--- src/rtl/pulse_gen_pkg.sv ---
`default_nettype none
package pulse_gen_pkg;

  // ****************************************
  // Time base
  // ****************************************
  localparam int unsigned CLK_PERIOD_NS  = 25;    // 40 MHz reference
  localparam int unsigned TICK_PERIOD_NS = 1000;  // One microsecond
  localparam int unsigned CYCLES_PER_US  =
    (TICK_PERIOD_NS + CLK_PERIOD_NS - 1) / CLK_PERIOD_NS;

  // ****************************************
  // Widths
  // ****************************************
  localparam int unsigned NUM_OUTPUTS = 2;
  localparam int unsigned TIME_W      = 16;  // Delay and width, 0 to 64k us
  localparam int unsigned CNT_W       = 22;  // Holds 65535 us in cycles
  localparam int unsigned SRC_W       = 4;
  localparam int unsigned NUM_EVENTS  = 9;

  localparam logic [CNT_W-1:0] CYC_PER_US_W = CNT_W'(CYCLES_PER_US);

  // ****************************************
  // Encodings
  // ****************************************
  typedef enum logic {
    DRIVE_SW    = 1'b0,  // sw_static_drive
    DRIVE_EVENT = 1'b1   // event_triggered_drive
  } drive_mode_t;

  typedef enum logic [SRC_W-1:0] {
    SRC_TRIGGER_START = 4'h0,
    SRC_EXPOSE_START  = 4'h1,
    SRC_EXPOSE_END    = 4'h2,
    SRC_READOUT_START = 4'h3,
    SRC_READOUT_END   = 4'h4,
    SRC_ACQ_END       = 4'h5,
    SRC_INPUT_1       = 4'h6,
    SRC_INPUT_2       = 4'h7,
    SRC_OVER_TRIGGER  = 4'h8
  } event_src_t;

  // Per-output event mode selector codes
  localparam logic [3:0] MODE_STATIC_OPEN   = 4'h0;
  localparam logic [3:0] MODE_STATIC_CLOSED = 4'h1;
  localparam logic [3:0] MODE_EXPOSE_STROBE = 4'h2;
  localparam logic [3:0] MODE_VALID_TRIG    = 4'h4;
  localparam logic [3:0] MODE_INVALID_TRIG  = 4'h5;
  localparam logic [3:0] MODE_READOUT_START = 4'h6;
  localparam logic [3:0] MODE_READOUT_END   = 4'h7;
  localparam logic [3:0] MODE_ACQ_END       = 4'h8;
  localparam logic [3:0] MODE_INPUT_1       = 4'h9;
  localparam logic [3:0] MODE_INPUT_2       = 4'ha;

  typedef enum logic [1:0] {
    CH_IDLE  = 2'b00,
    CH_DELAY = 2'b01,
    CH_PULSE = 2'b10
  } chan_state_t;

  // ****************************************
  // Reset values
  // ****************************************
  localparam logic              RST_DRIVE_MODE = 1'b0;
  localparam logic [SRC_W-1:0]  RST_SOURCE     = 4'h0;
  localparam logic              RST_POLARITY   = 1'b0;
  localparam logic [TIME_W-1:0] RST_DELAY_US   = 16'h0000;
  localparam logic [TIME_W-1:0] RST_WIDTH_US   = 16'h0000;
  localparam logic              RST_LEVEL      = 1'b0;  // Open

endpackage
`default_nettype wire
--- src/rtl/event_output_pulse_gen.sv ---
`timescale 1ns/100ps
`default_nettype none
module event_output_pulse_gen
  import pulse_gen_pkg::*;
(
  input  wire logic              ref_clk,
  input  wire logic              rst_n,
  // Line style settings, applied to the output picked by output_index
  input  wire logic              cfg_write,
  input  wire logic              output_index,
  input  wire logic              output_drive_mode,
  input  wire logic [SRC_W-1:0]  pulse_event_source,
  input  wire logic              line_active_polarity,
  input  wire logic [TIME_W-1:0] line_pulse_delay_us,
  input  wire logic [TIME_W-1:0] line_pulse_width_us,
  input  wire logic              static_output_level,
  // Selector style settings for the same output
  input  wire logic              mode_write,
  input  wire logic [3:0]        output_event_mode_select,
  input  wire logic [TIME_W-1:0] pulse_delay_us,
  input  wire logic [TIME_W-1:0] pulse_width_us,
  input  wire logic              pulse_active_polarity,
  // Acquisition sequencer events, one-cycle pulses
  input  wire logic              trigger_in,
  input  wire logic              exposure_start,
  input  wire logic              exposure_end,
  input  wire logic              readout_start,
  input  wire logic              readout_end,
  input  wire logic              acq_stop_sw,
  // Input lines, levels
  input  wire logic              input_line1,
  input  wire logic              input_line2,
  // Opto-coupler drive, 1 = closed
  output var  logic [1:0]        output_closed_q,
  output var  logic              rejected_trigger_event_q
);

  // ****************************************
  // Decoding helpers
  // ****************************************
  // Selector code to event source; valid flag low for unused codes
  function automatic logic [SRC_W:0] mode_to_source(input logic [3:0] mode);
    logic [SRC_W:0] r;
    r = {1'b0, SRC_TRIGGER_START};
    unique case (mode)
      MODE_STATIC_OPEN:   r = {1'b1, SRC_TRIGGER_START};
      MODE_STATIC_CLOSED: r = {1'b1, SRC_TRIGGER_START};
      MODE_EXPOSE_STROBE: r = {1'b1, SRC_EXPOSE_START};
      MODE_VALID_TRIG:    r = {1'b1, SRC_TRIGGER_START};
      MODE_INVALID_TRIG:  r = {1'b1, SRC_OVER_TRIGGER};
      MODE_READOUT_START: r = {1'b1, SRC_READOUT_START};
      MODE_READOUT_END:   r = {1'b1, SRC_READOUT_END};
      MODE_ACQ_END:       r = {1'b1, SRC_ACQ_END};
      MODE_INPUT_1:       r = {1'b1, SRC_INPUT_1};
      MODE_INPUT_2:       r = {1'b1, SRC_INPUT_2};
      default:            r = {1'b0, SRC_TRIGGER_START};
    endcase
    return r;
  endfunction

  // Source code in range of the event vector
  function automatic logic source_legal(input logic [SRC_W-1:0] src);
    return (src <= SRC_OVER_TRIGGER);
  endfunction

  // ****************************************
  // Per-output settings
  // ****************************************
  logic [1:0]        drive_mode_q;
  logic [SRC_W-1:0]  source_q  [NUM_OUTPUTS];
  logic [1:0]        polarity_q;
  logic [TIME_W-1:0] delay_q   [NUM_OUTPUTS];
  logic [TIME_W-1:0] width_q   [NUM_OUTPUTS];
  logic [1:0]        level_q;
  logic [SRC_W:0]    mode_map;
  logic              line_ok;
  logic              mode_ok;
  logic [1:0]        cfg_hit;

  assign mode_map = mode_to_source(output_event_mode_select);
  assign line_ok  = cfg_write && source_legal(pulse_event_source);
  assign mode_ok  = mode_write && !cfg_write && mode_map[SRC_W];

  // ****************************************
  // Events
  // ****************************************
  logic                  frame_busy_q;
  logic                  in1_q;
  logic                  in2_q;
  logic                  trig_reject;
  logic [NUM_EVENTS-1:0] ev;
  logic [1:0]            fire;
  logic [1:0]            active;
  logic [1:0]            chan_busy;

  // A trigger is refused while the frame it would start cannot be taken
  assign trig_reject = trigger_in && frame_busy_q;

  // Event vector indexed by source code
  assign ev[SRC_TRIGGER_START] = trigger_in && !trig_reject;
  assign ev[SRC_EXPOSE_START]  = exposure_start;
  assign ev[SRC_EXPOSE_END]    = exposure_end;
  assign ev[SRC_READOUT_START] = readout_start;
  assign ev[SRC_READOUT_END]   = readout_end;
  assign ev[SRC_ACQ_END]       = acq_stop_sw;
  assign ev[SRC_INPUT_1]       = input_line1 && !in1_q;
  assign ev[SRC_INPUT_2]       = input_line2 && !in2_q;
  assign ev[SRC_OVER_TRIGGER]  = trig_reject;

  // Frame in progress from an accepted trigger until readout ends
  always_ff @(posedge ref_clk or negedge rst_n) begin
    if (!rst_n) begin
      frame_busy_q <= 1'b0;
    end else if (trigger_in && !frame_busy_q) begin
      frame_busy_q <= 1'b1;
    end else if (readout_end) begin
      frame_busy_q <= 1'b0;
    end
  end

  // Previous input levels for rising edge detection
  always_ff @(posedge ref_clk or negedge rst_n) begin
    if (!rst_n) begin
      in1_q <= 1'b0;
      in2_q <= 1'b0;
    end else begin
      in1_q <= input_line1;
      in2_q <= input_line2;
    end
  end

  // Rejected trigger indication, one cycle
  always_ff @(posedge ref_clk or negedge rst_n) begin
    if (!rst_n) begin
      rejected_trigger_event_q <= 1'b0;
    end else begin
      rejected_trigger_event_q <= trig_reject;
    end
  end

  // ****************************************
  // Output channels
  // ****************************************
  generate
    for (genvar i = 0; i < NUM_OUTPUTS; i++) begin : g_out
      // Settings land only on the indexed output
      assign cfg_hit[i] = (line_ok || mode_ok) && (output_index == 1'(i));

      // Settings registers; a selector write rewrites the line settings too, except source for codes 0 and 1 and level for event codes
      always_ff @(posedge ref_clk or negedge rst_n) begin
        if (!rst_n) begin
          drive_mode_q[i] <= RST_DRIVE_MODE;
          source_q[i]     <= RST_SOURCE;
          polarity_q[i]   <= RST_POLARITY;
          delay_q[i]      <= RST_DELAY_US;
          width_q[i]      <= RST_WIDTH_US;
          level_q[i]      <= RST_LEVEL;
        end else if (cfg_hit[i] && line_ok) begin
          drive_mode_q[i] <= output_drive_mode;
          source_q[i]     <= pulse_event_source;
          polarity_q[i]   <= line_active_polarity;
          delay_q[i]      <= line_pulse_delay_us;
          width_q[i]      <= line_pulse_width_us;
          level_q[i]      <= static_output_level;
        end else if (cfg_hit[i]) begin
          // Codes 0 and 1 are static levels, the rest are event modes
          if (output_event_mode_select == MODE_STATIC_OPEN ||
              output_event_mode_select == MODE_STATIC_CLOSED) begin
            drive_mode_q[i] <= DRIVE_SW;
            level_q[i]      <= output_event_mode_select[0];
          end else begin
            drive_mode_q[i] <= DRIVE_EVENT;
            source_q[i]     <= mode_map[SRC_W-1:0];
          end
          polarity_q[i] <= pulse_active_polarity;
          delay_q[i]    <= pulse_delay_us;
          width_q[i]    <= pulse_width_us;
        end
      end

      // Only the selected source fires, and only in event mode
      assign fire[i] = (drive_mode_q[i] == DRIVE_EVENT) && ev[source_q[i]];

      // Reprogramming drops any pulse in flight so old timing never leaks
      pulse_channel u_chan (
        .ref_clk        (ref_clk),
        .rst_n          (rst_n),
        .abort          (cfg_hit[i]),
        .fire           (fire[i]),
        .delay_us       (delay_q[i]),
        .width_us       (width_q[i]),
        .pulse_active_q (active[i]),
        .busy           (chan_busy[i])
      );

      // Idle level is the opposite of the active level; polarity flips both
      always_ff @(posedge ref_clk or negedge rst_n) begin
        if (!rst_n) begin
          output_closed_q[i] <= RST_LEVEL;
        end else if (drive_mode_q[i] == DRIVE_SW) begin
          output_closed_q[i] <= level_q[i];
        end else begin
          output_closed_q[i] <= active[i] ^ polarity_q[i];
        end
      end
    end
  endgenerate
endmodule
`default_nettype wire

--- src/rtl/pulse_channel.sv ---
`timescale 1ns/100ps
`default_nettype none
module pulse_channel
  import pulse_gen_pkg::*;
(
  input  wire logic              ref_clk,
  input  wire logic              rst_n,
  input  wire logic              abort,
  input  wire logic              fire,
  input  wire logic [TIME_W-1:0] delay_us,
  input  wire logic [TIME_W-1:0] width_us,
  output var  logic              pulse_active_q,
  output var  logic              busy
);

  chan_state_t      state_q;
  chan_state_t      state_d;
  logic [CNT_W-1:0] cnt_q;
  logic [CNT_W-1:0] cnt_d;
  logic [CNT_W-1:0] dly_cyc;
  logic [CNT_W-1:0] wid_cyc;

  // ****************************************
  // Microsecond scaling
  // ****************************************
  // Counting in cycles restarted at the event keeps timing exact, no tick jitter
  assign dly_cyc = CNT_W'({6'h00, delay_us} * CYC_PER_US_W);
  assign wid_cyc = CNT_W'({6'h00, width_us} * CYC_PER_US_W);
  assign busy    = (state_q != CH_IDLE);

  // ****************************************
  // Delay then pulse sequencer
  // ****************************************
  // Next state; a fire while busy falls through untouched
  always_comb begin
    state_d = state_q;
    cnt_d   = cnt_q;
    unique case (state_q)
      CH_IDLE: begin
        if (fire) begin
          if (delay_us != 16'h0000) begin
            state_d = CH_DELAY;
            cnt_d   = dly_cyc - 22'h000001;
          end else if (width_us != 16'h0000) begin
            state_d = CH_PULSE;
            cnt_d   = wid_cyc - 22'h000001;
          end
        end
      end
      CH_DELAY: begin
        if (cnt_q == 22'h000000) begin
          state_d = (width_us != 16'h0000) ? CH_PULSE : CH_IDLE;
          cnt_d   = wid_cyc - 22'h000001;
        end else begin
          cnt_d = cnt_q - 22'h000001;
        end
      end
      CH_PULSE: begin
        if (cnt_q == 22'h000000) begin
          state_d = CH_IDLE;
        end else begin
          cnt_d = cnt_q - 22'h000001;
        end
      end
      default: begin
        state_d = CH_IDLE;
        cnt_d   = 22'h000000;
      end
    endcase
    if (abort) begin
      state_d = CH_IDLE;
      cnt_d   = 22'h000000;
    end
  end

  // State and counter
  always_ff @(posedge ref_clk or negedge rst_n) begin
    if (!rst_n) begin
      state_q <= CH_IDLE;
      cnt_q   <= 22'h000000;
    end else begin
      state_q <= state_d;
      cnt_q   <= cnt_d;
    end
  end

  // Active flag follows the sequencer with no extra lag
  always_ff @(posedge ref_clk or negedge rst_n) begin
    if (!rst_n) begin
      pulse_active_q <= 1'b0;
    end else begin
      pulse_active_q <= (state_d == CH_PULSE);
    end
  end

  // ****************************************
  // Checks
  // ****************************************
  logic [CNT_W:0] elapsed_q;
  logic [CNT_W:0] dly_exp_q;
  logic [CNT_W:0] wid_exp_q;

  // Cycles since the last accepted event, for timing checks only
  always_ff @(posedge ref_clk or negedge rst_n) begin
    if (!rst_n) begin
      elapsed_q <= 23'h000000;
      dly_exp_q <= 23'h000000;
      wid_exp_q <= 23'h000000;
    end else if (state_q == CH_IDLE && fire && !abort) begin
      elapsed_q <= 23'h000000;
      dly_exp_q <= {1'b0, dly_cyc};
      wid_exp_q <= {1'b0, wid_cyc};
    end else if (elapsed_q != 23'h7fffff) begin
      elapsed_q <= elapsed_q + 23'h000001;
    end
  end
endmodule
`default_nettype wire

--- config.mk ---
export PLATFORM = sky130hd
export DESIGN_NAME = event_output_pulse_gen
export DESIGN_NICKNAME = d
export VERILOG_FILES = /design/src/rtl/pulse_gen_pkg.sv /design/src/rtl/event_output_pulse_gen.sv /design/src/rtl/pulse_channel.sv
export SDC_FILE = /design/constraint.sdc
export NUM_CORES = 1
export LEC_CHECK = 0
export ABC_AREA = 1
export ABC_CLOCK_PERIOD_IN_PS = 3500
export BUFFER_PORTS_ARGS = -buffer_cell sky130_fd_sc_hd__clkbuf_2
export CAP_MARGIN = 5
export CELL_PAD_IN_SITES_DETAIL_PLACEMENT = 1
export CELL_PAD_IN_SITES_GLOBAL_PLACEMENT = 2
export CORE_MARGIN = 2
export CORE_UTILIZATION = 30
export CTS_CLUSTER_SIZE = 40
export DETAILED_ROUTE_END_ITERATION = 10
export PLACE_DENSITY_LB_ADDON = 0.12
export RECOVER_POWER = 25
export SYNTH_ARGS = -nofsm -noshare
export SYNTH_HDL_FRONTEND = slang
export SYNTH_HIERARCHICAL = 1
export SYNTH_SLANG_ARGS = --single-unit
--- constraint.sdc ---
create_clock -name ref_clk -period 3.5 [get_ports ref_clk]
set_input_delay 0.525 -clock ref_clk [delete_from_list [all_inputs] [get_ports ref_clk]]
set_output_delay 0.525 -clock ref_clk [all_outputs]
set_load 0.03 [all_outputs]
==> results_dict.tcl <==
set metrics [dict create \
    finalSetupTns_ns 0 \
    fraction_of_met1_tracks_used_by_global_routing 0.2683 \
    fp-row-count 81 \
    top_level_ports 92 \
    worstMarginPinSlew_ns 2.420 \
    synth.net_count 2665 \
    placement.io_buffers 91 \
    synth_seq_cells 134 \
    cts_htree_levels 4 \
    utilization 0.3405 \
    timing.critical_path.from_type "flip-flop" \
    hold_path_class "input pin to flip-flop" \
    failed_checks "capacitance limit, slew limit" \
    period_minus_slack_ns 3.083 \
    drcViolationCount 0 \
    max_freq_mhz 324.4 \
    final-setup-viol-count 0 \
    worst_setup_path_end_kind "flip-flop" \
    worst_skew_pair.late_latency_ns 0.48 \
    antennaDiodeCount 0 \
    post_synthesis_async_set_or_reset_flop_share 1.000 \
    initial_antenna_violation_count 7 \
    finalMaxSlewViolations 87 \
    dominantRegCellSynth "sky130_fd_sc_hd__dfrtp_1" \
    crit_fanout 6 \
    grt_first_pass_wirelength_um 83340 \
    cts_num_sinks 134 \
    critical_path_arrival_ns 3.46 \
    ys_types 54 \
    total_leakage_power_nw 9.282 \
    summed_area_of_non_filler_cells_in_the_final_layout_um2 16630 \
    cts-hold-fix-buffers 0 \
    numCtsBuffers 17 \
    gp_congestion 0.8588 \
    dp_hpwl_um 41680 \
    cpPeakStageDelay_ns 0.50 \
    detail-route-antenna-nets 0 \
    grt_pass1_vias 16250 \
    cts_root_cell "sky130_fd_sc_hd__clkbuf_16" \
    clock_path_buffers 2 \
    gr_layer_usage_met3 0.04150 \
    critPathSlowestCell "sky130_fd_sc_hd__fa_1" \
    vdd.ir_drop.worst_mv 0.4336 \
    critical_path.cell_chain "ha_1 -> ha_1 -> fa_1 -> nor2_1 -> nor2_1 -> nor2_1 -> nand3_1 -> nor2_1 -> nand3_1 -> nor2_2 -> nand3_1 -> nand3_1 -> o211ai_1 -> nand2_1 -> nand2_1" \
    fin_worst_hold_slack_ns 0.1690 \
    grt_max_degree 88 \
    drt_first_iter_violations 643 \
    core-area_um2 48850 \
    floorplan.initialDensity 0.3028 \
    dieWidth_um 226.0 \
    clk_pin_slew_ns 0.06 \
    criticalPathCategory "flip-flop to flip-flop" \
    run_status "complete, but fails checks" \
    synth-warning-count 6 \
    routedWlPerCell_um 15.75 \
    global_route.peak_usage_layer "met2" \
    post_cts_resize_count 0 \
    detailroute.via_count 15510 \
    globalRouteMet2Util 0.3486 \
    area_of_the_die_um2 51090 \
    fin_worst_skew_ns 0.009405 \
    syn_area_um2 14790 \
    drt-vias-per-instance 4.832 \
    power_density_nw_per_um2 661.1 \
    worst_path_dominant_cell_family "simple AND/OR/NAND/NOR gates" \
    drive_gt1_frac 0.08802 \
    number_of_nets_in_the_layout 2749 \
    synth-edff-count 0 \
    cts_tree "yes" \
    finalWirelength_um 50540 \
    cp_data_required_time_ns 3.87 \
    rsz0062_at_grt "no" \
    postSynthCellCount 2448 \
    synth.yosys.seq_area_share 0.2267 \
    grt_overflow 0 \
    slew_headroom -0.6136 \
    final_min_period_over_clock_period 0.8809 \
    max_cap_viol_count 1 \
    grt_usage 0.2061 \
    totalPowerFinal_mw 11.00 \
    syn-mean-instance-area_um2 6.042 \
    crit_buf_inv 0 \
    die-height_um 226.0 \
    placed_area_um2 15950 \
    finalHoldViolCount 0 \
    drt-pass1-iter-count 5 \
    postCtsSetupBuffers 0 \
    syn_to_final_growth_pct 12.46 \
]
-- where the power goes --
part / switching, mW / leakage (nW) / internal (mW)
clock: 0.773 / 0.341 / 1.42
combinational: 4.24 / 7.24 / 2.14
sequential: 0.471 / 1.70 / 1.95
total: 5.49 / 9.28 / 5.51
-- flip-flops by register name (all words and copies together), names as in the netlist, 4 cells and up --
register	count
g_out.u_chan/cnt_q	44
delay_q	32
width_q	32
source_q	8
g_out.u_chan/state_q	4
-- cell usage after synthesis, types with 10 or more instances --
| master | n | area share |
|---|---|---|
| sky130_fd_sc_hd__xnor2_1 | 14 | 0.0083 |
| sky130_fd_sc_hd__nand2_1 | 967 | 0.25 |
| sky130_fd_sc_hd__buf_2 | 20 | 0.0068 |
| sky130_fd_sc_hd__nand4_1 | 49 | 0.021 |
| sky130_fd_sc_hd__a21oi_1 | 64 | 0.022 |
| sky130_fd_sc_hd__nor2_2 | 12 | 0.0051 |
| sky130_fd_sc_hd__inv_1 | 303 | 0.077 |
| sky130_fd_sc_hd__nor2_1 | 182 | 0.046 |
| sky130_fd_sc_hd__o21ai_1 | 26 | 0.0088 |
| sky130_fd_sc_hd__nor3_1 | 11 | 0.0037 |
| sky130_fd_sc_hd__xor2_1 | 33 | 0.020 |
| sky130_fd_sc_hd__nand2_2 | 12 | 0.0051 |
| sky130_fd_sc_hd__nor2_4 | 10 | 0.0076 |
| sky130_fd_sc_hd__ha_1 | 124 | 0.10 |
| sky130_fd_sc_hd__o21ai_0 | 119 | 0.040 |
| sky130_fd_sc_hd__clkbuf_1 | 10 | 0.0025 |
| sky130_fd_sc_hd__nand3_1 | 228 | 0.077 |
| sky130_fd_sc_hd__inv_2 | 22 | 0.0056 |
| sky130_fd_sc_hd__dfrtp_1 | 134 | 0.23 |
-- cell usage in the layout, fill, tap and decap left out, drive strengths merged, types with 17 or more instances in the layout --
cell type and n:
buf 17, o21ai 149, nor2 204, ha 124, clkbuf 110, nand2 983, xor2 33, inv 326
a21oi 64, dfrtp 134, nand4 50, nand3 234
-- metal layers --
layer,routed length [um],part of all wire
met1,24520,0.49
met2,23370,0.46
met3,1772,0.035
met4,829,0.016
met5,50,0.00099
-- cells by family (layout without fill, tap and decap cells) --
logic type | after synthesis | after routing | share of synthesized area
flip-flops | 134 | 134 | 0.2267
XOR/XNOR | 48 | 48 | 0.02893
AO/OA/AOI/OAI | 246 | 246 | 0.09035
AND/OR/NAND/NOR | 1519 | 1519 | 0.4396
buffers and inverters | 373 | 470 | 0.1041
adder cells (fa/ha/maj) | 128 | 128 | 0.1103
-- worst register-to-register path, delay by kind of cell, from the launching register on --
kind | cells | cell delay (ns)
and+or+nand+nor | 11 | 1.43
adders and majority gates | 3 | 1.03
DFF | 1 | 0.42
AOI/OAI and AO/OA | 1 | 0.10
-- area by class of cell --
class                           instances  area, um^2
Multi-Input combinational cell       1941        9898
Tap cell                              664       830.8
Clock buffer                           19       442.9
Sequential cell                       134        3353
Fill cell                            6471       32220
Clock inverter                         13       251.5
Timing Repair Buffer                  108       605.6
Inverter                              330        1251
-- stage by stage --
step / setup WS, ns / std cells
finish: 0.4170 / 3209
global route: 0.05832 / 3209
CTS: 0.3802 / 3209
detailed placement: 0.4002 / 3177
global placement: 0.4632 / 3177
floorplan: 0.7729 / 2448
-- path summary, 6_finish.rpt --
check	slack, ns	to	cells after the start	start
worst max-delay path	0.42	g_out[1].u_chan/cnt_q[17]	15	delay_q[3]
worst min-delay path	0.17	in2_q	1	input_line2
worst max register to register	0.42	g_out[1].u_chan/cnt_q[17]	15	delay_q[3]
worst min register to register	0.48	drive_mode_q[1]	2	drive_mode_q[1]
max in group asynchronous	1.29	width_q[25]	1	rst_n
min in group asynchronous	0.73	delay_q[11]	1	rst_n
Power figures use the tool's default switching activity.
